[src/core/ulrp_consts.vh]
// Constants for the ULPI register and status-byte port.
// Included by the design files; definitions only.
`ifndef ULRP_CONSTS_VH
`define ULRP_CONSTS_VH

// ==========================================
// Command classes, bits 7:6 of the command byte
`define ULRP_CLS_IDLE 2'h0
`define ULRP_CLS_TX 2'h1
`define ULRP_CLS_WR 2'h2
`define ULRP_CLS_RD 2'h3
`define ULRP_IDLE_BYTE 8'h00
`define ULRP_CLS_HI 7
`define ULRP_CLS_LO 6
`define ULRP_ADDR_HI 5
`define ULRP_PID_HI 3
`define ULRP_NOPID 6'h00

// ==========================================
// Register addresses
`define ULRP_ADDR_DEBUG 6'h15
`define ULRP_ADDR_SCR_WR 6'h16
`define ULRP_ADDR_SCR_SET 6'h17
`define ULRP_ADDR_SCR_CLR 6'h18
`define ULRP_SCR_RESET 8'h00

// ==========================================
// Status byte encodings
`define ULRP_VB_END 2'h0
`define ULRP_VB_LOW 2'h1
`define ULRP_VB_SESS 2'h2
`define ULRP_VB_VALID 2'h3
`define ULRP_RX_IDLE 2'h0
`define ULRP_RX_ACT 2'h1
`define ULRP_RX_DISC 2'h2
`define ULRP_RX_ERR 2'h3

`endif

[src/core/ulrp_port.v]
// ULPI-side protocol logic: command decode, register handshakes, status bytes.
// Assumes the link shares mclk and keeps the ULPI protocol on its side.
//
// How it works
// RULE_01: Debug register bits 1:0 mirror line state, upper bits read zero.
// RULE_02: Scratch byte resets to zero; write 16h, set 17h, clear 18h, readable.
// RULE_03: Link never touches vendor 30h-3Fh, carkit or extended registers.
// RULE_04: Link waits for bus direction low before issuing register commands.
// RULE_05: Command bits 7:6 select idle, transmit, register write, register read.
// RULE_06: Transmit low field zero means no PID, else bits 3:0 hold PID.
// RULE_07: Register commands carry a six-bit address in bits 5:0.
// RULE_08: Write: command, next high, data, idle with stop, next low.
// RULE_09: Direction stays low in a write; data commits after stop falls.
// RULE_10: After a write the link drives idle byte onto the bus.
// RULE_11: Read: next accepts command, direction up, turnaround, data, direction down.
// RULE_12: Link samples read data, then drives idle after the turnaround.
// RULE_13: Status bytes only while owning the bus, on comparator or interrupt events; the code also sends one after every transmit stop.
// RULE_14: Line state change with bus idle makes the PHY send a status byte.
// RULE_15: During receive, status bytes go out whenever direction high, next low.
// RULE_16: During transmit, status bytes wait until the link raises stop.
// RULE_17: Status bits 1:0 carry line state bits 1:0 directly.
// RULE_18: Status bits 3:2 encode the VBUS comparator levels.
// RULE_19: Status bits 5:4 encode receive active, error and host disconnect.
// RULE_20: Status bit 6 carries the ID pin level.
// RULE_21: Comparator rising edge with its enable set raises an interrupt event.
// RULE_22: Status bit 7 is always zero.
`timescale 1ns/1ps
`include "ulrp_consts.vh"

module ulrp_port (
  // Clock and reset
  input wire mclk,
  input wire rst_b,
  // ULPI bus, data is a two-way pin
  input wire [7:0] dataIn,
  output reg [7:0] dataOut,
  output reg dataOe,
  output reg dir,
  output reg nxt,
  input wire stp,
  // Analogue and receiver status
  input wire [1:0] lineState,
  input wire sessEnd,
  input wire sessValid,
  input wire vbusValid,
  input wire idPin,
  input wire rxActive,
  input wire rxError,
  input wire hostDisconnect,
  input wire [4:0] riseEnable,
  // Receive data path from the USB receiver
  input wire rxByteValid,
  input wire [7:0] rxByte,
  // Transmit command decode toward the transmitter
  output reg txStart,
  output reg txNoPid,
  output reg [3:0] txPid
);

  // ==========================================
  // States
  localparam [3:0] ST_IDLE = 4'h0;
  localparam [3:0] ST_WR_ACK = 4'h1;
  localparam [3:0] ST_WR_DATA = 4'h2;
  localparam [3:0] ST_WR_STOP = 4'h3;
  localparam [3:0] ST_RD_ACK = 4'h4;
  localparam [3:0] ST_RD_TURN = 4'h5;
  localparam [3:0] ST_RD_DATA = 4'h6;
  localparam [3:0] ST_TX = 4'h7;
  localparam [3:0] ST_ST_TURN = 4'h8;
  localparam [3:0] ST_ST_SEND = 4'h9;
  localparam [3:0] ST_RX = 4'ha;
  localparam [3:0] ST_BACK = 4'hb;

  reg [3:0] state;
  reg [5:0] regAddr;
  reg [7:0] wrByte;
  reg wrEn;
  reg [1:0] lastLine;
  reg [4:0] lastComp;
  reg stPending;
  reg wasRx;
  wire [7:0] rdData;
  wire [4:0] comp;
  wire [7:0] statusByte;
  wire lineChange;
  wire compChange;
  wire riseEvent;
  wire [1:0] cmdCls;

  // ==========================================
  // Command byte fields
  function [1:0] cmdClass;
    input [7:0] cmd;
    begin
      cmdClass = cmd[`ULRP_CLS_HI:`ULRP_CLS_LO]; // RULE_05
    end
  endfunction

  function [5:0] cmdAddr;
    input [7:0] cmd;
    begin
      cmdAddr = cmd[`ULRP_ADDR_HI:0]; // RULE_07
    end
  endfunction

  function [3:0] cmdPid;
    input [7:0] cmd;
    begin
      cmdPid = cmd[`ULRP_PID_HI:0]; // RULE_06
    end
  endfunction

  assign cmdCls = cmdClass(dataIn);

  // ==========================================
  // Status byte encoding
  function [1:0] vbusCode;
    input sEnd;
    input sVld;
    input vVld;
    begin
      if (vVld) begin
        vbusCode = `ULRP_VB_VALID; // RULE_18
      end else if (sVld) begin
        vbusCode = `ULRP_VB_SESS; // RULE_18
      end else if (sEnd) begin
        vbusCode = `ULRP_VB_END; // RULE_18
      end else begin
        vbusCode = `ULRP_VB_LOW; // RULE_18
      end
    end
  endfunction

  function [1:0] rxCode;
    input act;
    input err;
    input disc;
    begin
      if (disc) begin
        rxCode = `ULRP_RX_DISC; // RULE_19
      end else if (act && err) begin
        rxCode = `ULRP_RX_ERR; // RULE_19
      end else if (act) begin
        rxCode = `ULRP_RX_ACT; // RULE_19
      end else begin
        rxCode = `ULRP_RX_IDLE; // RULE_19
      end
    end
  endfunction

  // Bit 7 reserved low, ID level, rx events, vbus, line state
  assign statusByte = {1'b0, idPin, rxCode(rxActive, rxError, hostDisconnect), // RULE_22 RULE_20
    vbusCode(sessEnd, sessValid, vbusValid), lineState}; // RULE_17

  // ==========================================
  // Event detection
  assign comp = {idPin, sessEnd, sessValid, vbusValid, hostDisconnect};
  assign lineChange = lineState != lastLine;
  assign compChange = comp != lastComp; // RULE_13
  assign riseEvent = |(comp & ~lastComp & riseEnable); // RULE_21

  always @(posedge mclk) begin
    if (!rst_b) begin
      // Start from the live levels, so leaving reset is not taken as an event
      lastLine <= lineState;
      lastComp <= comp;
    end else begin
      lastLine <= lineState;
      lastComp <= comp;
    end
  end

  // Pending status byte; a new event in the send cycle keeps it pending
  always @(posedge mclk) begin
    if (!rst_b) begin
      stPending <= 1'b0;
    end else if (lineChange || compChange || riseEvent) begin
      stPending <= 1'b1; // RULE_13 RULE_14
    end else if (state == ST_ST_SEND) begin
      stPending <= 1'b0;
    end
  end

  // ==========================================
  // Register store
  ulrp_regfile regs (
    .mclk(mclk),
    .rst_b(rst_b),
    .wrEn(wrEn),
    .wrAddr(regAddr),
    .wrData(wrByte),
    .rdAddr(regAddr),
    .lineState(lineState),
    .rdData(rdData)
  );

  // ==========================================
  // Protocol state machine
  always @(posedge mclk) begin
    if (!rst_b) begin
      state <= ST_IDLE;
      regAddr <= 6'h00;
      wrByte <= 8'h00;
      wrEn <= 1'b0;
      dataOut <= 8'h00;
      dataOe <= 1'b0;
      dir <= 1'b0;
      nxt <= 1'b0;
      txStart <= 1'b0;
      txNoPid <= 1'b0;
      txPid <= 4'h0;
      wasRx <= 1'b0;
    end else begin
      wrEn <= 1'b0;
      txStart <= 1'b0;
      case (state)
        ST_IDLE: begin
          dataOe <= 1'b0;
          if (rxActive) begin
            // Receive takes the bus; next with dir marks receive active
            dir <= 1'b1;
            nxt <= 1'b1;
            wasRx <= 1'b1;
            state <= ST_RX;
          end else if (cmdCls == `ULRP_CLS_WR) begin // RULE_05
            regAddr <= cmdAddr(dataIn); // RULE_07
            nxt <= 1'b1; // RULE_08
            state <= ST_WR_ACK;
          end else if (cmdCls == `ULRP_CLS_RD) begin // RULE_05
            regAddr <= cmdAddr(dataIn); // RULE_07
            nxt <= 1'b1; // RULE_11
            state <= ST_RD_ACK;
          end else if (cmdCls == `ULRP_CLS_TX) begin // RULE_05
            txNoPid <= cmdAddr(dataIn) == `ULRP_NOPID; // RULE_06
            txPid <= cmdPid(dataIn); // RULE_06
            txStart <= 1'b1;
            nxt <= 1'b1;
            state <= ST_TX;
          end else if (stPending) begin
            dir <= 1'b1; // RULE_14
            state <= ST_ST_TURN;
          end
        end
        // Link drives data in the cycle after next rises; dir stays low
        ST_WR_ACK: state <= ST_WR_DATA; // RULE_08 RULE_09
        // Stop arrives with the idle byte, so only the byte before it is data
        ST_WR_DATA: begin
          if (stp) begin
            nxt <= 1'b0; // RULE_08
            state <= ST_WR_STOP;
          end else begin
            wrByte <= dataIn; // RULE_08
          end
        end
        // Commit only once stop has fallen
        ST_WR_STOP: begin
          if (!stp) begin
            wrEn <= 1'b1; // RULE_09
            state <= ST_IDLE;
          end
        end
        ST_RD_ACK: begin
          dir <= 1'b1; // RULE_11
          nxt <= 1'b0; // RULE_11
          state <= ST_RD_TURN;
        end
        ST_RD_TURN: begin
          dataOe <= 1'b1;
          dataOut <= rdData; // RULE_11
          state <= ST_RD_DATA;
        end
        ST_RD_DATA: begin
          dataOe <= 1'b0;
          dir <= 1'b0; // RULE_11 RULE_12
          state <= ST_BACK;
        end
        // Status withheld until the link stops the transmit
        ST_TX: begin
          if (stp) begin
            nxt <= 1'b0;
            dir <= 1'b1; // RULE_16
            state <= ST_ST_TURN;
          end
        end
        ST_ST_TURN: begin
          dataOe <= 1'b1;
          dataOut <= statusByte;
          state <= ST_ST_SEND;
        end
        ST_ST_SEND: begin
          dataOe <= 1'b0;
          dir <= 1'b0;
          state <= ST_BACK;
        end
        ST_RX: begin
          dataOe <= 1'b1;
          if (!rxActive) begin
            dataOe <= 1'b0;
            dir <= 1'b0;
            nxt <= 1'b0;
            wasRx <= 1'b0;
            state <= ST_BACK;
          end else if (rxByteValid) begin
            nxt <= 1'b1;
            dataOut <= rxByte;
          end else begin
            nxt <= 1'b0; // RULE_15
            dataOut <= statusByte; // RULE_15
          end
        end
        // Turnaround cycle; link then drives idle
        ST_BACK: state <= ST_IDLE; // RULE_10 RULE_12
        default: state <= ST_IDLE;
      endcase
    end
  end

endmodule // ulrp_port

[src/core/ulrp_regfile.v]
// Register store of the ULPI port: debug mirror and scratch byte.
// Assumes one clock; writes are single-cycle strobes from the protocol logic.
`timescale 1ns/1ps
`include "ulrp_consts.vh"

module ulrp_regfile (
  // Clock and reset
  input wire mclk,
  input wire rst_b,
  // Access
  input wire wrEn,
  input wire [5:0] wrAddr,
  input wire [7:0] wrData,
  input wire [5:0] rdAddr,
  // Live line state
  input wire [1:0] lineState,
  // Registered read data
  output reg [7:0] rdData
);

  reg [7:0] scratch;

  // ==========================================
  // Scratch byte with write, set and clear aliases
  always @(posedge mclk) begin
    if (!rst_b) begin
      scratch <= `ULRP_SCR_RESET;
    end else if (wrEn) begin
      case (wrAddr)
        `ULRP_ADDR_SCR_WR: scratch <= wrData; // RULE_02
        `ULRP_ADDR_SCR_SET: scratch <= scratch | wrData; // RULE_02
        `ULRP_ADDR_SCR_CLR: scratch <= scratch & ~wrData; // RULE_02
        default: scratch <= scratch;
      endcase
    end
  end

  // ==========================================
  // Read mux; unmapped addresses read zero
  always @(posedge mclk) begin
    if (!rst_b) begin
      rdData <= 8'h00;
    end else begin
      case (rdAddr)
        `ULRP_ADDR_DEBUG: rdData <= {6'h00, lineState}; // RULE_01
        `ULRP_ADDR_SCR_WR, `ULRP_ADDR_SCR_SET, `ULRP_ADDR_SCR_CLR: rdData <= scratch; // RULE_02
        default: rdData <= 8'h00;
      endcase
    end
  end

endmodule // ulrp_regfile

[config.mk]
export PLATFORM = sky130hd
export DESIGN_NAME = ulrp_port
export DESIGN_NICKNAME = d
export VERILOG_FILES = /design/src/core/ulrp_port.v /design/src/core/ulrp_regfile.v
export VERILOG_INCLUDE_DIRS = /design/src /design/src/core
export SDC_FILE = /design/constraint.sdc
export NUM_CORES = 1
export LEC_CHECK = 0
export ABC_AREA = 1
export BUFFER_PORTS_ARGS = -buffer_cell sky130_fd_sc_hd__buf_2
export CAP_MARGIN = 15
export CORE_MARGIN = 2
export CORE_UTILIZATION = 40
export CTS_CLUSTER_SIZE = 25
export DETAILED_ROUTE_END_ITERATION = 8
export PLACE_DENSITY = 0.57
export RECOVER_POWER = 100
export SLEW_MARGIN = 40
export SYNTH_ARGS = -nofsm -noshare
export SYNTH_HDL_FRONTEND = slang
export SYNTH_SLANG_ARGS = --single-unit
[constraint.sdc]
create_clock -name mclk -period 1.6 [get_ports mclk]
set_clock_uncertainty 0.05 [all_clocks]
set_input_delay 0.08 -clock mclk [delete_from_list [all_inputs] [get_ports mclk]]
set_output_delay 0.08 -clock mclk [all_outputs]
set_load 0.02 [all_outputs]
# --- After elaboration in Yosys (flattened, before gate mapping) ---
# Index checks and enable logic that the tools add are counted.
totals:
  register_bits: 60
  in_bits: 34
  out_inout_bits: 17
  wordCells: 132
op_classes:
  n_eq_ne: 31
  muxes: 45
  bitwise: 12
  n_reduce_logical: 28
ops:
  columns: ["operator", "n"]
  rows:
  - ["$pmux 8 s3", 2]
  - ["$pmux 4 s10", 1]
  - ["$mux 4", 9]
  - ["$eq 6x5->1 const B", 4]
  - ["$mux 1", 21]
  - ["$eq 4x3->1 const B", 4]
  - ["$mux 8", 2]
  - ["$pmux 8 s2", 1]
  - ["$eq 4x4->1 const B", 3]
  - ["$mux 6", 2]
  - ["$ne 3x3->1 const B", 4]
  - ["$and 5x5->5", 2]
  - ["$ne 2x2->1 const B", 5]
  - ["$reduce_and 5->1", 2]
  - ["$reduce_or 5->1", 2]
  - ["$reduce_bool 3->1", 3]
  - ["$and 8x8->8", 1]
  - ["$eq 4x2->1 const B", 2]
  - ["$mux 2", 4]
  - ["$not 8->8", 1]
  - ["$or 8x8->8", 1]
  - ["$reduce_and 2->1", 4]
  - ["$reduce_and 7->1", 1]
  - ["$logic_not 6->1", 1]
  - ["22 further kinds", 34]

# --- Depth between registers and ports, before layout ---
# Gate-level depths: netlist of run 1.
depth:
  depth_word: 6
  depth_mapped: 10
  mapped_depth_nobuf: 10

# --- Modules after synthesis ---
# A second synthesis of run 1 with hierarchy kept.
unflattened:
  hier_cells: 439
  hier_area_um2: 3045.4
by_module_without_submodules:
  columns: ["mod", "n_inst", "cells_per_inst", "area_each_um2", "seq_area_each_um2"]
  rows:
  - ["ulrp_port", 1, 319, 2255.9, 880.8]
  - ["ulrp_regfile", 1, 120, 789.5, 320.3]

# --- Worst setup path after synthesis of run 1 ---
# No wires, ideal clock.
synth_path:
  path_type: "register to register"
  from: "register state[1]"
  to: "register regAddr[1]"
  arrival_ps: 1176
  setup_slack_ps: 255
  stages_incl_launch_ff: 9
  n_path_buf: 2
  period_less_slack_ps: 1345
  path_cell_list: "dfxtp_1 -> buf_4 -> nor2_4 -> nand2_4 -> nor2_4 -> nand2_1 -> buf_2 -> o21ai_0 -> a21oi_1"
synth_via:
  elab_chain_len: 2
synth_lines:
  columns: ["item", "line_no", "rtl"]
  rows:
  - ["from (decl)", "ulrp_port.v:75", "reg [3:0] state;"]
  - ["from (signal assigned)", "ulrp_port.v:202", "state <= ST_IDLE;"]
  - ["from (signal assigned)", "ulrp_port.v:225", "state <= ST_RX;"]
  - ["from (signal assigned)", "ulrp_port.v:229", "state <= ST_WR_ACK;"]
  - ["$logic_not 4->1", "ulrp_port.v:217", "case (state)"]
  - ["$reduce_and 3->1 (no line)", null, null]
  - ["to (signal assigned)", "ulrp_port.v:227", "regAddr <= cmdAddr(dataIn);"]
  - ["to (signal assigned)", "ulrp_port.v:231", "regAddr <= cmdAddr(dataIn);"]
  - ["to (decl)", "ulrp_port.v:76", "reg [5:0] regAddr;"]
# Every way passes these cells.
# A chain may end at the register's enable or synchronous reset.

# --- Final worst setup path of run 1 ---
layout_path:
  from: "register state[3]"
  to: "register nxt"
layout_via:
  elab_chain_len: 4
  elab_cells_between_ends: 11
  cone_classes: "6 x eq/ne; 1 x mux; 4 x reduce/logical"
layout_lines:
  columns: ["item", "line_no", "rtl"]
  rows:
  - ["$eq 4x3->1 / $eq 4x2->1 (equally long branches)", "ulrp_port.v:217", null]
  - ["$reduce_or 2->1 (no line)", null, null]
  - ["$ne 2x1->1 (no line) / $reduce_bool 4->1 (equally long branches)", null, null]
  - ["$reduce_and 3->1 (no line)", null, null]
  - ["to (signal assigned)", "ulrp_port.v:223", "nxt <= 1'b1;"]
  - ["to (signal assigned)", "ulrp_port.v:228", "nxt <= 1'b1;"]
  - ["to (signal assigned)", "ulrp_port.v:232", "nxt <= 1'b1;"]
  - ["to (decl)", "ulrp_port.v:39", "output reg nxt,"]
# Several ways; a longest one is shown, not always the timed one.

==> results of run 1 <==
sequential cells by signal (all words and copies together), names as in the netlist:
signal / flops
lastLine: 2
txStart: 1
wrByte: 8
dataOut: 8
regAddr: 6
state: 4
lastComp: 5
stPending: 1
dataOe: 1
regs.rdData: 8
dir: 1
regs.scratch: 8
txNoPid: 1
wrEn: 1
txPid: 4
nxt: 1
power by group:
part / switching (mW) / leakage [nW] / internal (mW)
Sequential: 0.185 / 0.491 / 1.76
Clock: 0.580 / 0.0959 / 0.705
Combinational: 1.14 / 0.941 / 0.593
Yosys cell counts (4+ instances only):
cell type	number	share of area, %
o211ai_1	4	1.1
nor2_4	6	2.4
o21ai_1	5	0.89
inv_1	50	6.6
nand4_1	7	1.6
nor2_1	43	5.7
ha_1	11	4.9
dfxtp_1	60	43
nand2_1	68	9.0
nand3_1	24	4.3
nand2_2	4	0.89
a21oi_1	37	6.6
o21ai_0	33	5.8
path summary, 6_finish.rpt:
check | startpoint | to | slack (ps)
max | state[3] | nxt | 90
min | riseEnable[3] | stPending | 10
max reg2reg | state[3] | nxt | 90
min reg2reg | regs.scratch[7] | regs.rdData[7] | 400
final cells by class:
cell class              instances  area, um2
multi-input cells             263       1380
clock buffers                  10        128
well taps                      96        120
inverters                      52        195
flip-flops and latches         60       1200
fillers                       717       3360
repair buffers                 69        395
clock inverters                 5       53.8
worst max-delay path: cells and delay by family, from the launching register on:
| family | cells | cell delay [ps] |
|---|---|---|
| compound gates | 1 | 220 |
| simple gates | 7 | 640 |
| buf+inv | 1 | 80 |
| flops | 1 | 430 |
layer usage:
layer  GRT usage (%)  part of all wire, %
met3            2.83                  4.0
met1            26.0                   49
met2            31.7                   46
met4            7.44                  1.6
met5               0                    0
cells by family (layout without fill, tap and decap cells):
logic type / after synthesis / in the layout
flops: 60 / 60
xor+xnor: 2 / 2
buf+inv: 62 / 136
fa+ha+maj: 11 / 11
compound gates: 87 / 87
simple gates: 163 / 163
cells in the final DEF (no fill, tap or decap), types with 4 or more instances in the layout:
cell / Yosys / routed
ha_1: 11 / 11
dlygate4sd3_1: 0 / 13
o21ai_1: 5 / 5
clkbuf_8: 0 / 9
nor2_4: 6 / 5
a21oi_1: 37 / 37
nand4_1: 7 / 7
o21ai_0: 33 / 33
nand2_2: 4 / 4
dfxtp_1: 60 / 57
o211ai_1: 4 / 4
clkbuf_1: 3 / 25
nand2_1: 68 / 67
buf_2: 3 / 26
inv_1: 50 / 50
buf_4: 1 / 5
nor2_1: 43 / 43
nand3_1: 24 / 24
timing repair:
action,4_1_cts,5_1_grt
hold buffers,13,0
endpoints found under the setup margin,0,21
gates resized for setup,0,5
endpoints found under the hold margin,13,0
==> summary.md, run 1 <==
| Metric | Value |
|---|---|
| Reg2Reg Depth | 9 |
| Die span in x | 88.0 um |
| Non-Filler Instances | 555 |
| Row count | 30 |
| Initial antenna violation count | 0 |
| Crit path largest cell delay | 430 ps |
| Total power | 4.96 mW |
| Via count | 2,699 |
| Largest family of logic cells by synthesized area | simple AND/OR/NAND/NOR gates |
| CP Capture Type | flip-flop |
| CTS H-tree depth | 3 |
| Synth Area in XOR/XNOR | 0.620% |
| Routed Antenna Nets | 0 |
| Syn_nets | 430 |
| Dpl cell area | 3190 um2 |
| Die H | 88.0 um |
| Setup slack after layout | 94.3 ps |
| Clock buffer count from CTS | 9 |
| Starting density of the core | 41.3% |
| Global-route wire length before repair | 11,700 um |
| P per Cell Area | 1430 nW/um2 |
| Port Buffers | 50 |
| Critical Path Source Type | flip-flop |
| Final Net Count | 500 |
| Mapped cell area | 2820 um2 |
| Total GRT Usage | 19.4% |
| Max Fclk | 664 MHz |
| Clock root buffer | clkbuf_8 |
| Antenna diodes | 0 |
| Setup TNS | 0 ps |
| Max-cap violations | 0 |
| Endpoints failing setup | 0 |
| Final Instance Area | 3470 um2 |
| TritonCTS sink count | 60 |
| Crit-path slowest cell | dfxtp_1 |
| Dpl hpwl | 5300 um |
| Dpl ws | 33.9 ps |
| Slew Limit Fails | 0 |
| Pin count of the biggest net entering global routing | 18 |
| DRT iter0 DRCs | 128 |
| DRC Markers | 0 |
| Total setup buffers inserted after CTS | 0 |
| Wire per inst | 12.8 um |
| Worst path arrival time | 1680 ps |
| Clk buf depth | 2 |
| Die area | 7750 um2 |
| Vias in the first global route | 2,488 |
| Peak VDD IR | 0.516 mV |
| Core Region | 6830 um2 |
| Endpoints failing hold | 0 |
| Unrepaired setup endpoints after global routing | no |
| Post-synth EDFFs | 0 |
| CP cell instances | inv_1, nand2_1, nor2_2, nand2_1, nand2_1, a21oi_1, nand3_1, nand2_1, nor2_1 |
| Fin crit period | 1510 ps |
| Hold WS | 11.5 ps |
| CTS tree | built |
| Clk_lat worst skew | 330 ps |
| Primary FF master, synth | dfxtp_1 |
| Total gr overflow | 0 |
| Mux contribution to synthesized area | 0% |
| Hold Crit Class | in -> reg |
| YS warnings | 0 |
| Max Fanout on Critical Path | 4 |
| Most frequent cell on the critical path | nand2_1 |
| Share of layout cells above drive strength 1 | 14.6% |
| Leakage power | 1.53 nW |
| Post-Synth Adder-Cell Area | 4.87% |
| Compound-cell area share of the yosys netlist | 16.5% |
| IO Pins | 51 |
| FF+latch count, synth | 60 |
| Post-Syn Instances | 385 |
| P&R area growth vs syn | 23.0% |
| Clock transition at path regs | 70 ps |
| Avg Inst Size Synth | 7.33 um2 |
| Routed wire length | 7110 um |
| Vias per cell | 4.86 |
| Worst Path Required | 1780 ps |
| Synth unique cells | 33 |
| Sequential area share after synthesis | 42.5% |
| Simple-gate share of the synthesized area | 26.7% |
| Tcrit/Tclk final | 94.1% |
| Slew headroom | 77.1% |
| Drt pass-1 iters | 4 |
| Final core occ | 50.9% |
| Inst Count DP | 527 |
| FFs w/ async S/R, synth | 0% |
| Slew @ Worst Pin | 342 ps |
| WS Path Type | reg -> reg |
| Hold depth | 3 |
| Status | completed |
| Final RePlAce weighted congestion | 0.930 |
(Power assumes the default switching activity.)
==> inputs of run 2 (changes only) <==
Settings changed: RECOVER_POWER 100 to not set.
==> summary.md, run 2 (synthesized netlist as in run 1, its figures left out) <==
| Metric | Value |
|---|---|
| Register area | 1200 um2 (unchanged) |
| Wire per inst | 12.8 um (about the same) |
| Hold Crit Class | in -> reg (unchanged) |
| CP Capture Type | flip-flop (unchanged) |
| Filler cells | 703 (was 717) |
| Core Region | 6830 um2 (unchanged) |
| Routed wire length | 7110 um (about the same) |
| Total setup buffers inserted after CTS | 0 (unchanged) |
| Total GRT Usage | 19.4% (unchanged) |
| Endpoints failing hold | 0 (unchanged) |
| Most frequent cell on the critical path | nand2_1 (unchanged) |
| Vias in the first global route | 2,488 (unchanged) |
| DRC Markers | 0 (unchanged) |
| Leakage power | 1.62 nW (was 1.53 nW) |
| Die area | 7750 um2 (unchanged) |
| Final core occ | 51.4% (was 50.9%) |
| Slew headroom | 77.0% (was 77.1%) |
| Clock root buffer | clkbuf_8 (unchanged) |
| Routed Antenna Nets | 0 (unchanged) |
| Tcrit/Tclk final | 94.9% (was 94.1%) |
| Clk buf depth | 2 (unchanged) |
| Clk_lat worst skew | 330 ps (about the same) |
| Slew Limit Fails | 0 (unchanged) |
| Max-cap violations | 0 (unchanged) |
| Vias per cell | 4.82 (was 4.86) |
| Fin crit period | 1520 ps (was 1510 ps) |
| Max Fanout on Critical Path | 4 (unchanged) |
| Unrepaired setup endpoints after global routing | no (unchanged) |
| Max Fclk | 659 MHz (was 664 MHz) |
| P&R area growth vs syn | 24.3% (was 23.0%) |
| Die span in x | 88.0 um (unchanged) |
| CP cell instances | inv_1, nand2_1, nor2_2, nand2_1, nand2_1, a21oi_1, nand3_1, nand2_1, nor2_1 (unchanged) |
| Hold depth | 3 (unchanged) |
| Most frequent cells in the layout | 67 x nand2_1, 57 x dfxtp_1, 50 x inv_1, 50 x buf_2, 43 x nor2_1 (was 67 x nand2_1, 57 x dfxtp_1, 50 x inv_1) |
| Worst Path Required | 1780 ps (about the same) |
| Peak VDD IR | 0.517 mV (was 0.516 mV) |
| Worst path arrival time | 1700 ps (was 1680 ps) |
| CTS tree | built (unchanged) |
| CTS H-tree depth | 3 (unchanged) |
| Clock transition at path regs | 70 ps (about the same) |
| Drt pass-1 iters | 4 (unchanged) |
| Pin count of the biggest net entering global routing | 18 (unchanged) |
| Multi-input logic area | 1380 um2 (about the same) |
| Worst path bufs/invs | 1 (unchanged) |
| Total gr overflow | 0 (unchanged) |
| Dpl hpwl | 5300 um (unchanged) |
| Global-route wire length before repair | 11,700 um (unchanged) |
| Share of layout cells above drive strength 1 | 19.8% (was 14.6%) |
| P per Cell Area | 1420 nW/um2 (was 1430 nW/um2) |
| Initial antenna violation count | 0 (unchanged) |
| CP top delay family | simple AND/OR/NAND/NOR gates (unchanged) |
| WS Path Type | reg -> reg (unchanged) |
| TritonCTS sink count | 60 (unchanged) |
| Endpoints failing setup | 0 (unchanged) |
| Via count | 2,674 (was 2,699) |
| Die H | 88.0 um (unchanged) |
| Final RePlAce weighted congestion | 0.930 (unchanged) |
| Crit-path slowest cell | dfxtp_1 (unchanged) |
| Reg2Reg Depth | 9 (unchanged) |
| Antenna diodes | 0 (unchanged) |
| Critical Path Source Type | flip-flop (unchanged) |
| Status | completed (unchanged) |
| Crit path largest cell delay | 430 ps (about the same) |
| DRT iter0 DRCs | 130 (was 128) |
| Slew @ Worst Pin | 342 ps (about the same) |
| Port Buffers | 50 (unchanged) |
| Setup TNS | 0 ps (unchanged) |
| Clock buffer count from CTS | 9 (unchanged) |
| Starting density of the core | 41.3% (unchanged) |
| Final Net Count | 500 (unchanged) |
| Commonest non-fill, non-tap cell in the layout | nand2_1 (unchanged) |
| IO Pins | 51 (unchanged) |
| Crit. path cell count | 9 (unchanged) |
| Row count | 30 (unchanged) |
## run 2: repair_timing
item                                    4_1_cts  5_1_grt
endpoints found under the setup margin        0       21
hold endpoints to repair                     13        0
hold buffers                                 13        0
resized for setup                             0        5
## run 2: area by class of cell
| class | count | area share (%) |
|---|---|---|
| inverter | 52 | 5.56 |
| clock inverter | 5 | 1.53 |
| multi-input combinational | 263 | 39.4 |
| timing repair buffer | 69 | 12.1 |
| sequential | 60 | 34.3 |
| tap | 96 | 3.42 |
| clock buffer | 10 | 3.64 |
## run 2: tightest hold or removal path, stage by stage
cell and delay [ps]:
buf_2 70, a221oi_1 80, a21oi_1 120
## run 2: path summary, 6_finish.rpt
path	slack [ps]	end	startpoint
worst min register to register	400	regs.rdData[7]	regs.scratch[7]
worst max-delay path	80	nxt	state[3]
worst max register to register	80	nxt	state[3]
worst min-delay path	10	stPending	riseEnable[3]
## run 2: metrics by stage
step	total power [mW]	setup WS, ps	cell area, um2	hold slack, ps	cells
4_1_cts	5.01	47.5	3500	7.18	555
5_1_grt	5.34	5.41	3510	22.0	555
6_report	4.99	81.9	3510	12.6	555
3_3_place_gp	3.70	20.0	3190	173	527
3_5_place_dp	3.69	33.9	3190	176	527
2_1_floorplan	3.22	255	2820	57.7	385
## run 2: power by group
group,internal (mW),leakage (nW),switching [mW],total [mW]
combinational,0.634,1.03,1.14,1.78
clock,0.705,0.0959,0.577,1.28
sequential,1.76,0.491,0.180,1.94
total,3.09,1.62,1.90,4.99
## run 2: per-layer routing
layer  vias to the layer above  GRT usage (%)  part of all wire [%]
li1                       1406              -                     -
met1                      1196           26.0                    49
met2                        63           31.7                    46
met3                         9           2.83                   4.0
met4                         0           7.44                   1.6
met5                         -              0                     0
